$ cat src/common/ssc_consts.svh
// Purpose: offsets, fields, resets and counts of the sweep/sequence port
// Assumes: 32-bit register port, word-aligned byte addresses
// Notes:   definitions only
`ifndef SSC_CONSTS_SVH
`define SSC_CONSTS_SVH
// ****************************************
// Register offsets
// ****************************************
`define SSC_OFS_CTRL      8'h00
`define SSC_OFS_SWEEP_END 8'h04
`define SSC_OFS_SEQ_LAST  8'h08
`define SSC_OFS_STEP_WR   8'h0C
`define SSC_OFS_STATUS    8'h10
// ****************************************
// Field positions
// ****************************************
`define SSC_CTRL_MODE     0
`define SSC_CTRL_IN_EN    1
`define SSC_CTRL_BRANCH   2
`define SSC_CTRL_TRIG_POL 3
`define SSC_STEP_DUR_LSB  0
`define SSC_STEP_DEST_LSB 16
`define SSC_STEP_CODE_LSB 20
`define SSC_STEP_IDX_LSB  24
`define SSC_STAT_STEP_LSB 4
`define SSC_STAT_POS_LSB  16
// ****************************************
// Reset values and timing
// ****************************************
`define SSC_CTRL_RST      4'h0
`define SSC_SWEEP_END_RST 16'hFFFF
`define SSC_SEQ_LAST_RST  4'hF
`define SSC_TICK_NS       1000
`define SSC_CLK_NS        10
`define SSC_TICK_CYC      (`SSC_TICK_NS / `SSC_CLK_NS)
`endif

$ cat src/common/ssc_pkg.sv
// Purpose: types of the sweep/sequence control port
// Assumes: nothing beyond the constants header
// Notes:   one step entry holds code, destination and dwell
package ssc_pkg;
    typedef enum logic [1:0] {
        SSC_IDLE = 2'b00,
        SSC_LOAD = 2'b01,
        SSC_RUN  = 2'b10,
        SSC_HOLD = 2'b11
    } ssc_state_t;
    typedef struct packed {
        logic [3:0]  code;
        logic [3:0]  dest;
        logic [15:0] dur;
    } ssc_step_t;
endpackage

$ cat src/common/ssc_mem_if.sv
// Purpose: step table access between control and memory
// Assumes: one clock, registered read data
// Notes:   write and read ports are independent
`timescale 1ns/1ps
interface ssc_mem_if;
    import ssc_pkg::*;
    logic       wr_en;
    logic [3:0] wr_addr;
    ssc_step_t  wr_data;
    logic [3:0] rd_addr;
    ssc_step_t  rd_data;
    modport ctl (output wr_en, output wr_addr, output wr_data, output rd_addr,
                 input rd_data);
    modport mem (input wr_en, input wr_addr, input wr_data, input rd_addr,
                 output rd_data);
endinterface

$ cat src/design/ssc_step_mem.sv
// Purpose: per-step table of code, branch destination and dwell
// Assumes: read data valid the cycle after the address
// Notes:   contents undefined until software writes them
`timescale 1ns/1ps
module ssc_step_mem (
    input  wire logic clk,
    ssc_mem_if.mem    port
);
    import ssc_pkg::*;
    ssc_step_t mem_r [16];
    // ****************************************
    // Storage
    // ****************************************
    // Write port; no reset so it maps onto RAM
    always_ff @(posedge clk) begin
        if (port.wr_en) begin
            mem_r[port.wr_addr] <= port.wr_data;
        end
    end
    // Registered read
    always_ff @(posedge clk) begin
        port.rd_data <= mem_r[port.rd_addr];
    end
endmodule

$ cat src/design/ssc_top.sv
// Purpose: control-port logic for sweep and step sequence
// Assumes: connector inputs asynchronous, pulled up, active low except the trigger when the polarity bit is set
// Notes:   sweep position and step advance on a divided tick
//
// The placing of the registers and the address-and-strobe port are this design's own decisions.
`timescale 1ns/1ps
`include "ssc_consts.svh"
module ssc_top #(
    parameter int TICK_CYC = `SSC_TICK_CYC
) (
    input  wire logic        clk,
    input  wire logic        rstn,
    input  wire logic [7:0]  reg_addr,
    input  wire logic [31:0] reg_wdata,
    input  wire logic        reg_wr,
    input  wire logic        reg_rd,
    output logic      [31:0] reg_rdata,
    input  wire logic        start_branch_n,
    input  wire logic        stop_n,
    input  wire logic        hold_resume_n,
    input  wire logic        event_branch_n,
    input  wire logic        trigger_input_terminal,
    output logic             step_code_bit0,
    output logic             step_code_bit1,
    output logic             step_code_bit2,
    output logic             step_code_bit3,
    output logic [15:0]      sweep_pos,
    output ssc_pkg::ssc_state_t run_state
);
    import ssc_pkg::*;

    // ****************************************
    // Elaboration checks
    // ****************************************
    if (TICK_CYC < 1 || TICK_CYC > 65535) begin : g_bad_tick
        $error("TICK_CYC must be 1..65535");
    end

    // ****************************************
    // Declarations
    // ****************************************
    logic [3:0]  ctrl_r;
    logic [15:0] sweep_end_r;
    logic [3:0]  seq_last_r;
    logic [4:0]  pin_raw;
    logic [4:0]  sync1_r;
    logic [4:0]  sync2_r;
    logic [4:0]  prev_r;
    logic [15:0] div_r;
    logic        tick;
    logic        seq_mode;
    logic        in_en;
    logic        branch_sel;
    logic        trig_act;
    logic        start_lvl;
    logic        start_prev;
    logic        start_fall;
    logic        stop_fall;
    logic        hold_fall;
    logic        hold_rise;
    logic        event_fall;
    logic        shared_low;
    ssc_state_t  state_r;
    logic [3:0]  step_r;
    logic [15:0] dwell_r;
    logic [15:0] pos_r;
    logic        wait_r;
    logic [3:0]  code_r;
    ssc_mem_if   mem_port ();

    assign seq_mode   = ctrl_r[`SSC_CTRL_MODE];
    assign in_en      = ctrl_r[`SSC_CTRL_IN_EN];
    assign branch_sel = ctrl_r[`SSC_CTRL_BRANCH];

    // ****************************************
    // Register port
    // ****************************************
    // Control fields steer the sequencer directly
    always_ff @(posedge clk or negedge rstn) begin
        if (!rstn) begin
            ctrl_r <= `SSC_CTRL_RST;
        end else if (reg_wr && reg_addr == `SSC_OFS_CTRL) begin
            ctrl_r <= reg_wdata[3:0];
        end
    end

    // Sweep end point and last sequence step
    always_ff @(posedge clk or negedge rstn) begin
        if (!rstn) begin
            sweep_end_r <= `SSC_SWEEP_END_RST;
            seq_last_r  <= `SSC_SEQ_LAST_RST;
        end else if (reg_wr) begin
            if (reg_addr == `SSC_OFS_SWEEP_END) begin
                sweep_end_r <= reg_wdata[15:0];
            end
            if (reg_addr == `SSC_OFS_SEQ_LAST) begin
                seq_last_r <= reg_wdata[3:0];
            end
        end
    end

    // Step table writes go straight to memory, no storage here
    assign mem_port.wr_en   = reg_wr && reg_addr == `SSC_OFS_STEP_WR;
    assign mem_port.wr_addr = reg_wdata[`SSC_STEP_IDX_LSB +: 4];
    assign mem_port.wr_data = '{code: reg_wdata[`SSC_STEP_CODE_LSB +: 4],
                                dest: reg_wdata[`SSC_STEP_DEST_LSB +: 4],
                                dur:  reg_wdata[`SSC_STEP_DUR_LSB +: 16]};

    // Read data stand one cycle only; unmapped reads give zero
    always_ff @(posedge clk or negedge rstn) begin
        if (!rstn) begin
            reg_rdata <= 32'h0000_0000;
        end else if (!reg_rd) begin
            reg_rdata <= 32'h0000_0000;
        end else begin
            unique case (reg_addr)
                `SSC_OFS_CTRL:      reg_rdata <= {28'h0, ctrl_r};
                `SSC_OFS_SWEEP_END: reg_rdata <= {16'h0, sweep_end_r};
                `SSC_OFS_SEQ_LAST:  reg_rdata <= {28'h0, seq_last_r};
                `SSC_OFS_STATUS: begin
                    reg_rdata <= {pos_r, 8'h0, step_r, 2'h0, state_r};
                end
                default:            reg_rdata <= 32'h0000_0000;
            endcase
        end
    end

    // ****************************************
    // Input synchronisers and edges
    // ****************************************
    // Bit order: 0 start/branch, 1 stop, 2 hold, 3 event, 4 trigger
    assign pin_raw = {trigger_input_terminal, event_branch_n, hold_resume_n,
                      stop_n, start_branch_n};

    // Two flops per pin, then one more sample for edges; idle high
    for (genvar i = 0; i < 5; i++) begin : g_sync
        always_ff @(posedge clk or negedge rstn) begin
            if (!rstn) begin
                sync1_r[i] <= 1'b1;
                sync2_r[i] <= 1'b1;
                prev_r[i]  <= 1'b1;
            end else begin
                sync1_r[i] <= pin_raw[i];
                sync2_r[i] <= sync1_r[i];
                prev_r[i]  <= sync2_r[i];
            end
        end
    end

    // Polarity bit set means trigger acts on its high level
    assign trig_act   = sync2_r[4] ~^ ctrl_r[`SSC_CTRL_TRIG_POL];

    // Start is the OR of connector start as a low and trigger at the level the polarity bit selects
    assign start_lvl  = (in_en && !branch_sel && !sync2_r[0])
                        || trig_act;
    assign start_prev = (in_en && !branch_sel && !prev_r[0])
                        || (prev_r[4] ~^ ctrl_r[`SSC_CTRL_TRIG_POL]);
    assign start_fall = start_lvl && !start_prev;

    // Disabled inputs never produce an edge, so noise is ignored
    assign stop_fall  = in_en && prev_r[1] && !sync2_r[1];
    assign hold_fall  = in_en && prev_r[2] && !sync2_r[2];
    assign hold_rise  = in_en && !prev_r[2] && sync2_r[2];
    assign event_fall = in_en && seq_mode && prev_r[3] && !sync2_r[3];
    assign shared_low = in_en && branch_sel && !sync2_r[0];

    // ****************************************
    // Tick divider
    // ****************************************
    // One-cycle enable that paces sweep points and step dwell
    always_ff @(posedge clk or negedge rstn) begin
        if (!rstn) begin
            div_r <= 16'h0000;
        end else if (div_r == 16'(TICK_CYC - 1)) begin
            div_r <= 16'h0000;
        end else begin
            div_r <= div_r + 16'h0001;
        end
    end
    assign tick = (div_r == 16'(TICK_CYC - 1));

    // ****************************************
    // Sequencer
    // ****************************************
    // Memory read data lag one cycle, so LOAD waits one extra cycle
    assign mem_port.rd_addr = step_r;

    ssc_step_mem u_mem (
        .clk  (clk),
        .port (mem_port)
    );

    // State; stop wins over start, start over hold, hold over event
    always_ff @(posedge clk or negedge rstn) begin
        if (!rstn) begin
            state_r <= SSC_IDLE;
        end else if (stop_fall) begin
            state_r <= SSC_IDLE;
        end else if (start_fall) begin
            state_r <= seq_mode ? SSC_LOAD : SSC_RUN;
        end else begin
            unique case (state_r)
                SSC_IDLE: state_r <= SSC_IDLE;
                SSC_LOAD: begin
                    if (!wait_r) begin
                        state_r <= SSC_RUN;
                    end
                end
                SSC_RUN: begin
                    if (hold_fall) begin
                        state_r <= SSC_HOLD;
                    end else if (event_fall) begin
                        state_r <= SSC_LOAD;
                    end else if (tick && !seq_mode && pos_r == sweep_end_r) begin
                        state_r <= SSC_IDLE;
                    end else if (tick && seq_mode && dwell_r <= 16'h0001) begin
                        if (!shared_low && step_r == seq_last_r) begin
                            state_r <= SSC_IDLE;
                        end else begin
                            state_r <= SSC_LOAD;
                        end
                    end
                end
                SSC_HOLD: begin
                    if (hold_rise) begin
                        state_r <= SSC_RUN;
                    end
                end
            endcase
        end
    end

    // Wait flag covers the memory read latency; a restart inside LOAD waits again
    always_ff @(posedge clk or negedge rstn) begin
        if (!rstn) begin
            wait_r <= 1'b0;
        end else begin
            wait_r <= start_fall || (state_r != SSC_LOAD);
        end
    end

    // Step index: first step, destination on branch, else next
    always_ff @(posedge clk or negedge rstn) begin
        if (!rstn) begin
            step_r <= 4'h0;
        end else if (stop_fall) begin
            step_r <= step_r;
        end else if (start_fall) begin
            step_r <= 4'h0;
        end else if (state_r == SSC_RUN && seq_mode && !hold_fall) begin
            if (event_fall) begin
                step_r <= mem_port.rd_data.dest;
            end else if (tick && dwell_r <= 16'h0001) begin
                if (shared_low) begin
                    step_r <= mem_port.rd_data.dest;
                end else if (step_r != seq_last_r) begin
                    step_r <= step_r + 4'h1;
                end
            end
        end
    end

    // Dwell counter; held state keeps it so resume picks up mid-step
    always_ff @(posedge clk or negedge rstn) begin
        if (!rstn) begin
            dwell_r <= 16'h0000;
        end else if (state_r == SSC_LOAD && !wait_r) begin
            dwell_r <= mem_port.rd_data.dur;
        end else if (state_r == SSC_RUN && seq_mode && tick && dwell_r > 16'h0001) begin
            dwell_r <= dwell_r - 16'h0001;
        end
    end

    // Sweep position; held state keeps it so resume continues there
    always_ff @(posedge clk or negedge rstn) begin
        if (!rstn) begin
            pos_r <= 16'h0000;
        end else if (start_fall && !stop_fall && !seq_mode) begin
            pos_r <= 16'h0000;
        end else if (state_r == SSC_RUN && !seq_mode && tick && !hold_fall
                     && !stop_fall && pos_r != sweep_end_r) begin
            pos_r <= pos_r + 16'h0001;
        end
    end

    // Step code follows the loaded step; cleared in sweep mode
    always_ff @(posedge clk or negedge rstn) begin
        if (!rstn) begin
            code_r <= 4'h0;
        end else if (!seq_mode) begin
            code_r <= 4'h0;
        end else if (state_r == SSC_LOAD && !wait_r) begin
            code_r <= mem_port.rd_data.code;
        end
    end

    // ****************************************
    // Outputs
    // ****************************************
    // All outputs are flops; pins mirror the code register bits
    assign step_code_bit0 = code_r[0];
    assign step_code_bit1 = code_r[1];
    assign step_code_bit2 = code_r[2];
    assign step_code_bit3 = code_r[3];
    assign sweep_pos      = pos_r;
    assign run_state      = state_r;
endmodule

$ cat config.mk
export PLATFORM = sky130hd
export DESIGN_NAME = ssc_top
export DESIGN_NICKNAME = d
export VERILOG_FILES = /design/src/common/ssc_pkg.sv /design/src/common/ssc_mem_if.sv /design/src/design/ssc_step_mem.sv /design/src/design/ssc_top.sv
export VERILOG_INCLUDE_DIRS = /design/src /design/src/common
export SDC_FILE = /design/constraint.sdc
export NUM_CORES = 1
export LEC_CHECK = 0
export BUFFER_PORTS_ARGS = -buffer_cell sky130_fd_sc_hd__buf_2
export CAP_MARGIN = 20
export CORE_MARGIN = 8
export CORE_UTILIZATION = 44
export DETAILED_ROUTE_END_ITERATION = 10
export PLACE_DENSITY = 0.68
export SYNTH_ARGS = -nofsm -noshare
export SYNTH_HDL_FRONTEND = slang
export SYNTH_SLANG_ARGS = --single-unit
$ cat constraint.sdc
create_clock -name clk -period 3.7 [get_ports clk]
set_input_delay 0 -clock clk [delete_from_list [all_inputs] [get_ports clk]]
set_output_delay 0 -clock clk [all_outputs]
set_load 0.05 [all_outputs]
Word level (Yosys, flattened, before mapping)
Memories as Yosys holds them, arrays and structs flattened. A register that Yosys moved wholly into a read port is not among the register bits.
Index checks and enable logic that the tools add are counted.
- bits in registers: 130
- bits in latches: 0
- RAM bits: 384
- memory bits (read-only): 0
- memories kept: 1
- $add $sub $neg: 4
- multipliers: 0
- divide/modulo/power cells: 0
- order comparisons: 2
- eq/ne operators: 17
- shifts and indexed selects: 0
- muxes and demuxes: 28
- bitwise logic cells: 3
- reductions and logical operators: 62
- memory list (memory ; depth ; bits a word ; read ports ; clocked after memory_dff ; wr ports ; RTL line ; source):
    u_mem.mem_r ; 16 ; 24 ; 1 ; 1 ; 1 ; ssc_step_mem.sv:10 ; ssc_step_t mem_r [16];
- operators with widths (cell ; count):
    32-bit one-hot mux with 4 select lines ; 1
    16-bit two-way mux ; 5
    1-bit logical AND ; 35
    16-bit by 1-bit adder with 16-bit output, second input constant ; 2
    32-bit two-way mux ; 1
    4-bit two-way mux ; 8
    2-bit two-way mux ; 9
    16-bit == test ; 1
    16-bit by 7-bit == test with 1-bit output, second input constant ; 1
    8-bit by 4-bit == test with 1-bit output, second input constant ; 2
    16-bit by 1-bit greater-than comparator with 1-bit output, second input constant ; 1
    16-bit by 1-bit less-or-equal comparator with 1-bit output, second input constant ; 1
    16-bit inequality test ; 1
    16-bit by 1-bit subtractor with 16-bit output, second input constant ; 1
    1-bit logical NOT ; 13
    8-bit by 3-bit == test with 1-bit output, second input constant ; 1
    8-bit by 5-bit == test with 1-bit output, second input constant ; 1
    8-bit logical NOT ; 1
    4-bit inequality test, second input constant ; 2
    2-bit one-hot mux with 4 select lines ; 1
    7-bit inequality test, second input constant ; 1
    2-bit nonzero test ; 3
    4-bit by 1-bit adder with 4-bit output, second input constant ; 1
    2-bit == test, second input constant ; 2
    14 further kinds ; 21

Longest topological paths before layout
Gate-level depths: netlist (run 1).
- word-level depth: 12
- mapped depth: 9
- mapped depth without buffers: 8

Modules after synthesis
From an unflattened synthesis (run 1), not the netlist that was laid out.
- cells, all modules: 1180
- area total of the unflattened synthesis: 20898.8 µm²
- modules (own cells, without submodules) (module ; times used ; cells each ; area each (µm²) ; sequential area each (µm²)):
    ssc_step_mem ; 1 ; 636 ; 14930.6 ; 12011.5
    ssc_top ; 1 ; 544 ; 5968.2 ; 3296.9

Least setup slack after synthesis (run 1)
OpenSTA, ideal clock, no wires.
- path kind: input to register
- from: input port reg_addr[4]
- to: memory u_mem.mem_r[12][0] (netlist name), enable pin
- setup time: 435 ps
- arrival time: 2503 ps
- required time: 3265 ps
- path slack: 762 ps
- stages on the path: 6
- cells stage by stage: clkbuf_1 -> nand2b_1 -> nor2_1 -> nand4_1 -> or2_2 -> nor3_1
- cells in the longest elaborated chain, start to end: 4
- ends and longest elaborated chain (what ; RTL line ; source):
    from (decl) ; ssc_top.sv:13 ; input wire logic [7:0] reg_addr,
    8-bit by 4-bit == test with 1-bit output (no line) ; -- ;
    1-bit logical AND (no line) ; -- ;
    1-bit two-way mux ; ssc_step_mem.sv:16 ; if (port.wr_en) begin
    1-bit two-way mux (not written as such) ; ssc_step_mem.sv:17 ; mem_r[port.wr_addr] <= port.wr_data;
    to (decl) ; ssc_step_mem.sv:10 ;
No other way between the ends.

Final worst setup path (run 1)
- from: register dwell_r[10]
- to: register step_r[0] (netlist: mem_port.rd_addr[0])
- cells in the longest elaborated chain, start to end: 4
- ends and longest elaborated chain (what ; RTL line ; source):
    from (decl) ; ssc_top.sv:65 ; logic [15:0] dwell_r;
    from (signal assigned) ; ssc_top.sv:268 ; dwell_r <= mem_port.rd_data.dur;
    from (signal assigned) ; ssc_top.sv:270 ; dwell_r <= dwell_r - 16'h0001;
    16-bit by 1-bit less-or-equal comparator with 1-bit output ; ssc_top.sv:253 ; end else if (tick && dwell_r <= 16'h0001) begin
    1-bit logical AND ; ssc_top.sv:253 ;
    3-bit nonzero test (no line) ; -- ;
    4-bit AND reduction (no line) ; -- ;
    to (signal assigned) ; ssc_top.sv:252 ; step_r <= mem_port.rd_data.dest;
    to (signal assigned) ; ssc_top.sv:255 ; step_r <= mem_port.rd_data.dest;
    to (signal assigned) ; ssc_top.sv:257 ; step_r <= step_r + 4'h1;
    to (decl) ; ssc_top.sv:64 ; logic [3:0] step_r;
No other way between the ends.
A chain may end at the register's enable or synchronous reset.

==> flow_summary.toml, run 1 <==
[status]
run_status = "finished clean"

[pwr]
power_leakage_nw = 8.82
power.ir.vdd_worst_uv = 345
internal-power_mw = 10.9
power_per_cell_area_nw_per_um2 = 598
p_sw_mw = 3.75
seq_power_share = 0.490
combinationalPowerShare = 0.163
power.clock.fraction = 0.347
power.share.switching = 0.255

[floorplanning]
fp.dieArea_sq_um = 54600
design.portCount = 103
die_height_um = 234
core_region_area_sq_um = 47200
dieWidth_um = 234
initial_utilization = 0.442
row_count = 80

[clock_tree]
cts-buffers-inserted = 52
worstSkewPairLatency_ns = 0.59
cts_root_buffer = "clkbuf_16"
cts_tree = "done"
path_clk_slew_ns = 0.06
clock_path_buffers = 3
cts_max_level = 2
clock-sinks = 538
postCtsHoldBufs = 37
cts_repair_resize_count = 0
cts_setup_buffers = 0

[timing]
setup_viol_count_final = 0
tightestPinTransition_ns = 0.931
final_min_period_over_clock_period = 0.793
period_minus_slack_ns = 2.94
final-max-slew-violation-count = 0
rsz0062_at_grt = "no"
final.setup.tns_ns = 0
hold_violations = 0
fmax_mhz = 341
maxSlewHeadroom = 0.377
fin_worst_skew_ns = 0.0193

[routing]
vias_per_cell = 5.64
number_of_vias_after_detailed_routing = 11200
routed_wire_per_std_cell_um = 23.8
drt_first_iter_violations = 966
final_antenna_net_count = 0
number_of_remaining_drc_errors = 0
firstDrtPassIters = 5
total_wirelength_of_the_detailed_routed_design_um = 47000

[synthesis]
ys_ff_latch = 538
synth_edf_count = 384
mappedNetlistArea_sq_um = 20900
synth.distinct_cells = 59
post_synth_inst_count = 1122
yosysWarningCount = 0
dominantRegCellSynth = "edfxtp_1"
synth_seq_area_share = 0.734
syn-num-nets = 1176
postSynthAreaPerCell_sq_um = 18.6
asyncSetResetFlopFracSynth = 0.242

[finish]
finalNetCount = 1371
area.growth.synth_to_final_pct = 17.5
fillers = 3774
footprint_of_the_multi_input_gates_sq_um = 5410
regArea_sq_um = 15300
share_of_layout_cells_above_drive_strength_1 = 0.317
final_util = 0.519

[critical_path]
required_ns = 4.18
setup.worst_path.class = "reg -> reg"
crit_arrival_ns = 3.42
crit_path_max_fanout = 5
r2r_cells = 6
end_kind = "flop"
worst_setup_path_start_kind = "flop"

[global_routing]
grt_overflow_total = 0
largest_net_degree_at_the_start_of_global_routing = 84
grt_antenna_before_repair = 1
grt_pass1_wl_um = 71100
grt_use_total = 0.173
grt_pass1_vias = 11500

[hold_path]
min_path_type = "in -> reg"
min_path_cells = 4

[placement]
detailed_place_hpwl_um = 29300
io_buffer_count = 98
gp_congestion = 0.815

[run]
drv_cap = 0
## cell type report
type | count | area share
Antenna cell | 2 | 0.000204
Clock inverter | 27 | 0.00653
Inverter | 12 | 0.00184
Timing Repair Buffer | 182 | 0.0541
Clock buffer | 71 | 0.0606
Tap cell | 615 | 0.0314
Sequential cell | 538 | 0.625
Multi-Input combinational cell | 531 | 0.221
## stage by stage
step	worst slack [ns]	hold WS [ns]	total power [mW]	std cells	cell area (sq um)
6_report	0.765	0.0286	14.7	1978	24500
5_1_grt	0.685	0.0364	15.2	1977	24500
4_1_cts	0.785	0.00132	14.8	1973	24500
3_5_place_dp	0.802	0.107	9.69	1838	22400
3_3_place_gp	0.802	0.107	9.64	1838	22400
2_1_floorplan	0.762	-0.296	8.83	1122	20900
## final timing paths
kind | from | endpoint | slack [ns]
min in group asynchronous | rstn | sweep_pos[1] | 0.34
max in group asynchronous | rstn | prev_r[3] | 2.42
max reg2reg | dwell_r[10] | mem_port.rd_addr[0] | 0.76
min | reg_addr[4] | reg_rdata[1] | 0.03
min reg2reg | sync1_r[2] | sync2_r[2] | 0.36
max | dwell_r[10] | mem_port.rd_addr[0] | 0.76
## registers in the layout, summed over array words and instances (netlist names), 4 cells and up
name,count
code_r,4
ctrl_r,4
div_r,16
dwell_r,16
mem_port.rd_addr,4
prev_r,5
reg_rdata,32
seq_last_r,4
sweep_end_r,16
sweep_pos,16
sync1_r,5
sync2_r,5
u_mem.mem_r,384
u_mem.port.rd_data,24
## Yosys cell counts (2+ instances only)
cell,instances,share of area
inv_1,11,0.0020
mux2i_1,2,0.00096
nand2_1,51,0.0092
nor3_1,19,0.0046
nand3_1,17,0.0041
ha_1,5,0.0030
nand4b_1,2,0.00084
or2_2,2,0.00060
or4_4,3,0.0016
xor2_1,35,0.015
or3_1,8,0.0024
nor2b_1,5,0.0015
and3b_1,3,0.0013
dfstp_2,35,0.044
clkbuf_1,29,0.0052
nand2b_1,10,0.0030
o21bai_1,2,0.00072
dfrtp_1,95,0.11
nand4_1,11,0.0033
or4_1,8,0.0029
dfxtp_1,24,0.023
and3_1,18,0.0054
o32ai_1,4,0.0017
nor2_1,52,0.0094
mux2_2,25,0.013
mux4_2,120,0.13
xnor2_1,15,0.0063
a21oi_1,22,0.0053
nor4_1,10,0.0030
o31ai_1,5,0.0018
o211ai_1,4,0.0014
edfxtp_1,384,0.55
a22oi_1,6,0.0022
a211oi_1,2,0.00072
o21ai_0,17,0.0041
nor4b_1,2,0.00084
nor3b_1,2,0.00072
buf_1,12,0.0022
and4_1,2,0.00084
a222oi_1,4,0.0019
o311ai_0,2,0.00084
and2_1,20,0.0060
## layer usage
layer  wire, um  up-vias  GRT usage
li1           -     4856          -
met1      20100     5910      0.237
met2      22900      347      0.285
met3       3090       52     0.0299
met4        881        0     0.0503
met5          0        -          0
## cell families after synthesis
kind of cell / after synthesis / synth area share
AO/OA/AOI/OAI: 76 / 0.0237
XOR/XNOR: 50 / 0.0210
adder cells (fa/ha/maj): 5 / 0.00300
buffers and inverters: 53 / 0.00953
flip-flops: 538 / 0.734
multiplexers: 147 / 0.144
AND/OR/NAND/NOR: 253 / 0.0651
## power by group through the flow
stage	logic [mW]	clock network, mW	registers (mW)
2_1_floorplan	1.79	0	7.04
3_3_place_gp	2.33	0	7.31
3_5_place_dp	2.37	0	7.32
4_1_cts	2.41	5.19	7.20
5_1_grt	2.57	5.43	7.23
6_report	2.39	5.09	7.19
## worst max-delay path, cell delays in order (launching register included)
cell	delay, ns
dfrtp_1	0.40
or4_4	0.56
or4_4	0.45
or3b_1	0.36
or4_4	0.59
and2_4	0.20
o32ai_1	0.27
## cell usage in the layout (no fill, tap or decap), types with 14 or more instances in the layout
cell	instances
a21oi_1	22
and2_1	20
and3_1	18
buf_2	97
buf_4	39
clkbuf_16	54
clkinv_2	14
dfrtp_1	93
dfstp_2	35
dfxtp_1	24
dlygate4sd3_1	38
edfxtp_1	384
mux2_2	25
mux4_2	120
nand2_1	51
nand3_1	17
nor2_1	40
nor3_1	15
o21ai_0	17
xnor2_1	15
xor2_1	35
Power figures use the tool's default switching activity.
==> inputs of run 2 (changes only) <==
Settings changed: PLACE_DENSITY 0.68 to 0.71.
Clock period 3.7 ns to 2.6 ns, I/O delays scaled along.
==> run 2 against run 1 <==
Effect of this change: final cell count grew 0.66%; count of clock-buffer cells in the layout is 12 lower; largest power group unchanged; highest routed layer is now met5; critical path type unchanged; the run now ends with setup timing left; critical endpoint unchanged; largest cell class unchanged; register-to-register slack got worse by 0.83 ns.
==> flow_summary.toml, run 2 (synthesized netlist as in run 1, its figures left out) <==
[routing]
vias_per_cell = 5.60
total_wirelength_of_the_detailed_routed_design_um = 46900
drt_first_iter_violations = 1012
final_antenna_net_count = 0
number_of_remaining_drc_errors = 0
routed_wire_per_std_cell_um = 23.6
firstDrtPassIters = 5
number_of_vias_after_detailed_routing = 11100

[placement]
gp_congestion = 0.851
detailed_place_hpwl_um = 28000
pre_cts_ws_ns = -0.0866
io_buffer_count = 98
dpl_cell_area_sq_um = 22800

[critical_path]
crit_path_max_fanout = 5
worstPathCellList = "or4_4, or4_4, or3b_1, or4_4, and2_4, o32ai_2"
slowest_stage = "or4_4"
worst_setup_path_start_kind = "flop"
critPathBufInv = 0
max_stage_delay_ns = 0.53
setup.worst_path.class = "reg -> reg"
required_ns = 3.10
crit_path_frequent_cell = "or4_4"
cell_family_contributing_the_most_delay_on_the_critical_path = "simple AND/OR/NAND/NOR gates"
end_kind = "flop"
crit_arrival_ns = 3.17

[global_routing]
largest_net_degree_at_the_start_of_global_routing = 54
grt_pass1_vias = 11300
grt_overflow_total = 0
grt_antenna_before_repair = 2
grt_use_total = 0.174
grt_pass1_wl_um = 70900

[clock_tree]
path_clk_slew_ns = 0.06
cts_tree = "done"
worstSkewPairLatency_ns = 0.61
clock_path_buffers = 3
cts_root_buffer = "clkbuf_16"
cts-buffers-inserted = 52
cts_max_level = 2
clock-sinks = 538

[finish]
reg_top3 = "u_mem.mem_r x384, reg_rdata x32, u_mem.port.rd_data x24"
area.growth.synth_to_final_pct = 19.6
layout.cells.most_common_list = "edfxtp_1 (384), mux4_2 (120), buf_2 (97), dfrtp_1 (93), clkbuf_16 (52)"
final_util = 0.528
share_of_layout_cells_above_drive_strength_1 = 0.329
layout_commonest_cell = "edfxtp_1"
largest_register_ffs = 384
stdcell_area_sq_um = 25000
finalNetCount = 1385
regMostFlops = "u_mem.mem_r"

[floorplanning]
dieWidth_um = 234
die_height_um = 234
row_count = 80
design.portCount = 103
fp.dieArea_sq_um = 54600
initial_utilization = 0.442
core_region_area_sq_um = 47200

[pwr]
power.ir.vdd_worst_uv = 671
power_per_cell_area_nw_per_um2 = 860
finalPower_mw = 21.5
power_leakage_nw = 8.97

[timing]
hold_violations = 0
final-max-slew-violation-count = 0
final_min_period_over_clock_period = 1.03
tightestPinTransition_ns = 0.831
maxSlewHeadroom = 0.441
period_minus_slack_ns = 2.67
setup_viol_count_final = 4
post-route-worst-setup-slack_ns = -0.0654
fmax_mhz = 375
rsz0062_at_grt = "yes"
fin_worst_skew_ns = 0.0227

[status]
failed_checks = "setup timing"
run_status = "finished with violations"

[hold_path]
min_path_type = "in -> async"

[run]
drv_cap = 0
run 2: through the flow:
step	hold slack (ns)	instances	setup TNS (ns)
after floorplan	-0.296	1122	-0.0194
after global placement	0.0807	1848	-0.137
after detailed placement	0.0904	1848	-0.388
after CTS	0.00102	1984	-0.224
after global routing	0.0414	1990	-0.433
final	0.0104	1991	-0.172
run 2: area by class of cell:
type                            instances  area, sq um
Clock inverter                         39          418
Sequential cell                       538        15300
Fill cell                            3667        22300
Tap cell                              615          769
Multi-Input combinational cell        531         5490
Antenna cell                            1         2.50
Clock buffer                           59         1330
Inverter                               12         45.0
Timing Repair Buffer                  196         1590
run 2: power by group:
part	switching (mW)	leakage (nW)	internal, mW	total (mW)
sequential	0.453	5.29	9.63	10.1
combinational	1.74	2.83	1.97	3.71
clock	3.20	0.853	4.48	7.68
total	5.39	8.97	16.1	21.5
run 2: timing repair:
item / in CTS / in global routing
endpoints found under the setup margin: 8 / 11
resized for setup: 3 / 1
hold buffers: 36 / 0
hold endpoints to repair: 515 / 0
pin swaps: 1 / 2
buffers inserted: 2 / 6
run 2: worst paths after layout:
check,start,to,slack [ns],cells after the start
max in group asynchronous,rstn,seq_last_r[2],1.69,3
min,rstn,sweep_pos[3],0.01,2
min in group clk,trigger_input_terminal,sync1_r[4],0.06,2
min reg2reg,sync1_r[0],sync2_r[0],0.36,0
max,dwell_r[11],mem_port.rd_addr[0],-0.07,6
max reg2reg,dwell_r[11],mem_port.rd_addr[0],-0.07,6
run 2: metal layers:
layer  global-route usage  up-vias  part of all wire
li1                     -     4892                 -
met1                0.233     5818              0.42
met2                0.289      373              0.50
met3               0.0358       57             0.066
met4               0.0437        2             0.018
met5                    0        -           0.00017
==> inputs of run 3 (changes only) <==
Settings changed: CTS_CLUSTER_SIZE set to 8, SYNTH_HIERARCHICAL set to 1.
==> run 3 against run 2 <==
Effect of this change: the run now ends clean; count of clock-buffer cells in the layout increased by 72; largest cell class unchanged; total power up 3.8%; clock skew fell by 0.0014 ns; critical endpoint is now sweep_pos[15]; via count up 5.6%; synthesized cell count up 5.2%; non-clock buffer count up 16.
==> flow_summary.toml, run 3 <==
[run]
drv_cap = 0

[routing]
firstDrtPassIters = 5
total_wirelength_of_the_detailed_routed_design_um = 48500
vias_per_cell = 5.63
final_antenna_net_count = 0
number_of_vias_after_detailed_routing = 11800
routed_wire_per_std_cell_um = 23.2
number_of_remaining_drc_errors = 0
drt_first_iter_violations = 1020

[floorplanning]
fp.dieArea_sq_um = 54700
die_height_um = 234
core_region_area_sq_um = 47300
dieWidth_um = 234
row_count = 80
initial_utilization = 0.441
design.portCount = 103

[clock_tree]
cts_max_level = 3
cts-buffers-inserted = 77
cts_tree = "done"
cts_root_buffer = "clkbuf_16"
worstSkewPairLatency_ns = 0.61
clock_path_buffers = 3
clock-sinks = 538
path_clk_slew_ns = 0.05

[critical_path]
crit_path_max_fanout = 6
end_kind = "flop"
crit_arrival_ns = 3.08
required_ns = 3.13
worst_setup_path_start_kind = "flop"
setup.worst_path.class = "reg -> reg"

[finish]
layout_commonest_cell = "edfxtp_1"
fillers = 3641
antenna_cells = 0
regMostFlops = "u_mem/mem_r"
finalNetCount = 1472
reg_top3 = "u_mem/mem_r x384, reg_rdata x32, u_mem/port.rd_data x24"
area.growth.synth_to_final_pct = 22.7
regArea_sq_um = 15300
fin_cells = 2091
footprint_of_the_multi_input_gates_sq_um = 5480
layout.cells.most_common_list = "edfxtp_1 (384), buf_2 (98), mux4_2 (96), dfrtp_1 (93), clkbuf_16 (79)"
share_of_layout_cells_above_drive_strength_1 = 0.313
final_util = 0.541
largest_register_ffs = 384

[synthesis]
synth_seq_area_share = 0.733
synth.distinct_cells = 63
ys_ff_latch = 538
asyncSetResetFlopFracSynth = 0.242
mappedNetlistArea_sq_um = 20900
synth_largest_area_cell = "edfxtp_1"
yosysWarningCount = 6
postSynthAreaPerCell_sq_um = 17.7
syn-num-nets = 1234
share_of_yosys_cell_area_claimed_by_the_top_area_cell_type = 0.552
dominantRegCellSynth = "edfxtp_1"
synth_area_leaders = "edfxtp_1 (55%), dfrtp_1 (11%), mux4_2 (10%), dfstp_2 (4.4%), dfxtp_1 (2.3%)"
post-synth-top-count-cell = "edfxtp_1"
post_synth_inst_count = 1180
synth.cells.most_frequent = "edfxtp_1 (384), mux4_2 (96), dfrtp_1 (95)"
synth_edf_count = 384

[pwr]
power_per_cell_area_nw_per_um2 = 869
power.ir.vdd_worst_uv = 572
power_leakage_nw = 9.32

[timing]
rsz0062_at_grt = "yes"
fin_worst_skew_ns = 0.0213
period_minus_slack_ns = 2.55
final_min_period_over_clock_period = 0.980
fmax_mhz = 392
maxSlewHeadroom = 0.329
final.setup.tns_ns = 0
hold_violations = 0
final-max-slew-violation-count = 0
tightestPinTransition_ns = 1.00
setup_viol_count_final = 0

[global_routing]
grt_overflow_total = 0
grt_use_total = 0.180
grt_antenna_before_repair = 2
largest_net_degree_at_the_start_of_global_routing = 50
grt_pass1_vias = 12200
grt_pass1_wl_um = 73400

[placement]
io_buffer_count = 98
detailed_place_hpwl_um = 27800
place_inst = 1904
gp_congestion = 0.813

[status]
run_status = "finished clean"

[hold_path]
min_path_type = "in -> reg"
-- run 3: repair_timing --
| action | in CTS | in global routing |
|---|---|---|
| setup buffers | 0 | 4 |
| setup endpoints to repair | 0 | 17 |
| resized for setup | 0 | 22 |
| hold buffers | 45 | 0 |
| hold endpoints to repair | 551 | 0 |
-- run 3: worst paths after layout --
kind / from / end / slack [ns] / cells past startpoint
setup reg to reg: div_r[11] / sweep_pos[15] / 0.05 / 7
hold / removal: reg_wdata[27] / u_mem/mem_r[15][2] / 0.03 / 3
setup / recovery: div_r[11] / sweep_pos[15] / 0.05 / 7
min in group asynchronous: rstn / prev_r[1] / 0.55 / 3
max in group asynchronous: rstn / prev_r[4] / 1.69 / 4
hold reg to reg: sync1_r[3] / sync2_r[3] / 0.35 / 0
-- run 3: power breakdown --
part	switching, mW	leakage [nW]	internal, mW
Sequential	0.439	5.31	9.61
Combinational	1.63	2.93	1.38
Clock	3.56	1.08	5.67
Total	5.62	9.32	16.7
-- run 3: area by class of cell --
class | count | area share
inverter | 8 | 0.00117
tap | 615 | 0.0300
clock buffer | 131 | 0.0847
multi-input combinational | 581 | 0.214
clock inverter | 6 | 0.00415
sequential | 538 | 0.597
timing repair buffer | 212 | 0.0688
-- run 3: routing by layer --
metal	vias up	routed length, um	part of all wire	GRT usage
li1	5154	-	-	-
met1	6013	19700	0.40	0.230
met2	492	23800	0.49	0.295
met3	112	3740	0.077	0.0456
met4	0	1350	0.028	0.0649
met5	-	0	0	0
-- run 3: logic make-up after synthesis --
| kind of cell | synth area share |
|---|---|
| AO/OA/AOI/OAI | 0.0411 |
| adder cells (fa/ha/maj) | 0.00347 |
| AND/OR/NAND/NOR | 0.0715 |
| multiplexers | 0.118 |
| flip-flops | 0.733 |
| buffers and inverters | 0.0134 |
| XOR/XNOR | 0.0197 |
-- run 3: through the flow --
stage	cell area [sq um]	hold slack, ns	power (mW)	setup slack (ns)
after floorplan	20900	-0.296	12.0	-0.0686
after global placement	22800	0.0336	13.0	0.0528
after detailed placement	22800	0.0320	13.1	0.0419
after CTS	25500	0.00793	22.4	0.0186
after global routing	25600	0.0336	23.1	-0.0593
final	25600	0.0254	22.3	0.0514
-- run 3: critical path: stages, from the launching register on --
cell	delay, ns
dfrtp_1	0.38
or4_4	0.56
or4_4	0.60
nor2_4	0.18
nand4_1	0.15
buf_6	0.18
or3_4	0.32
a21oi_2	0.12
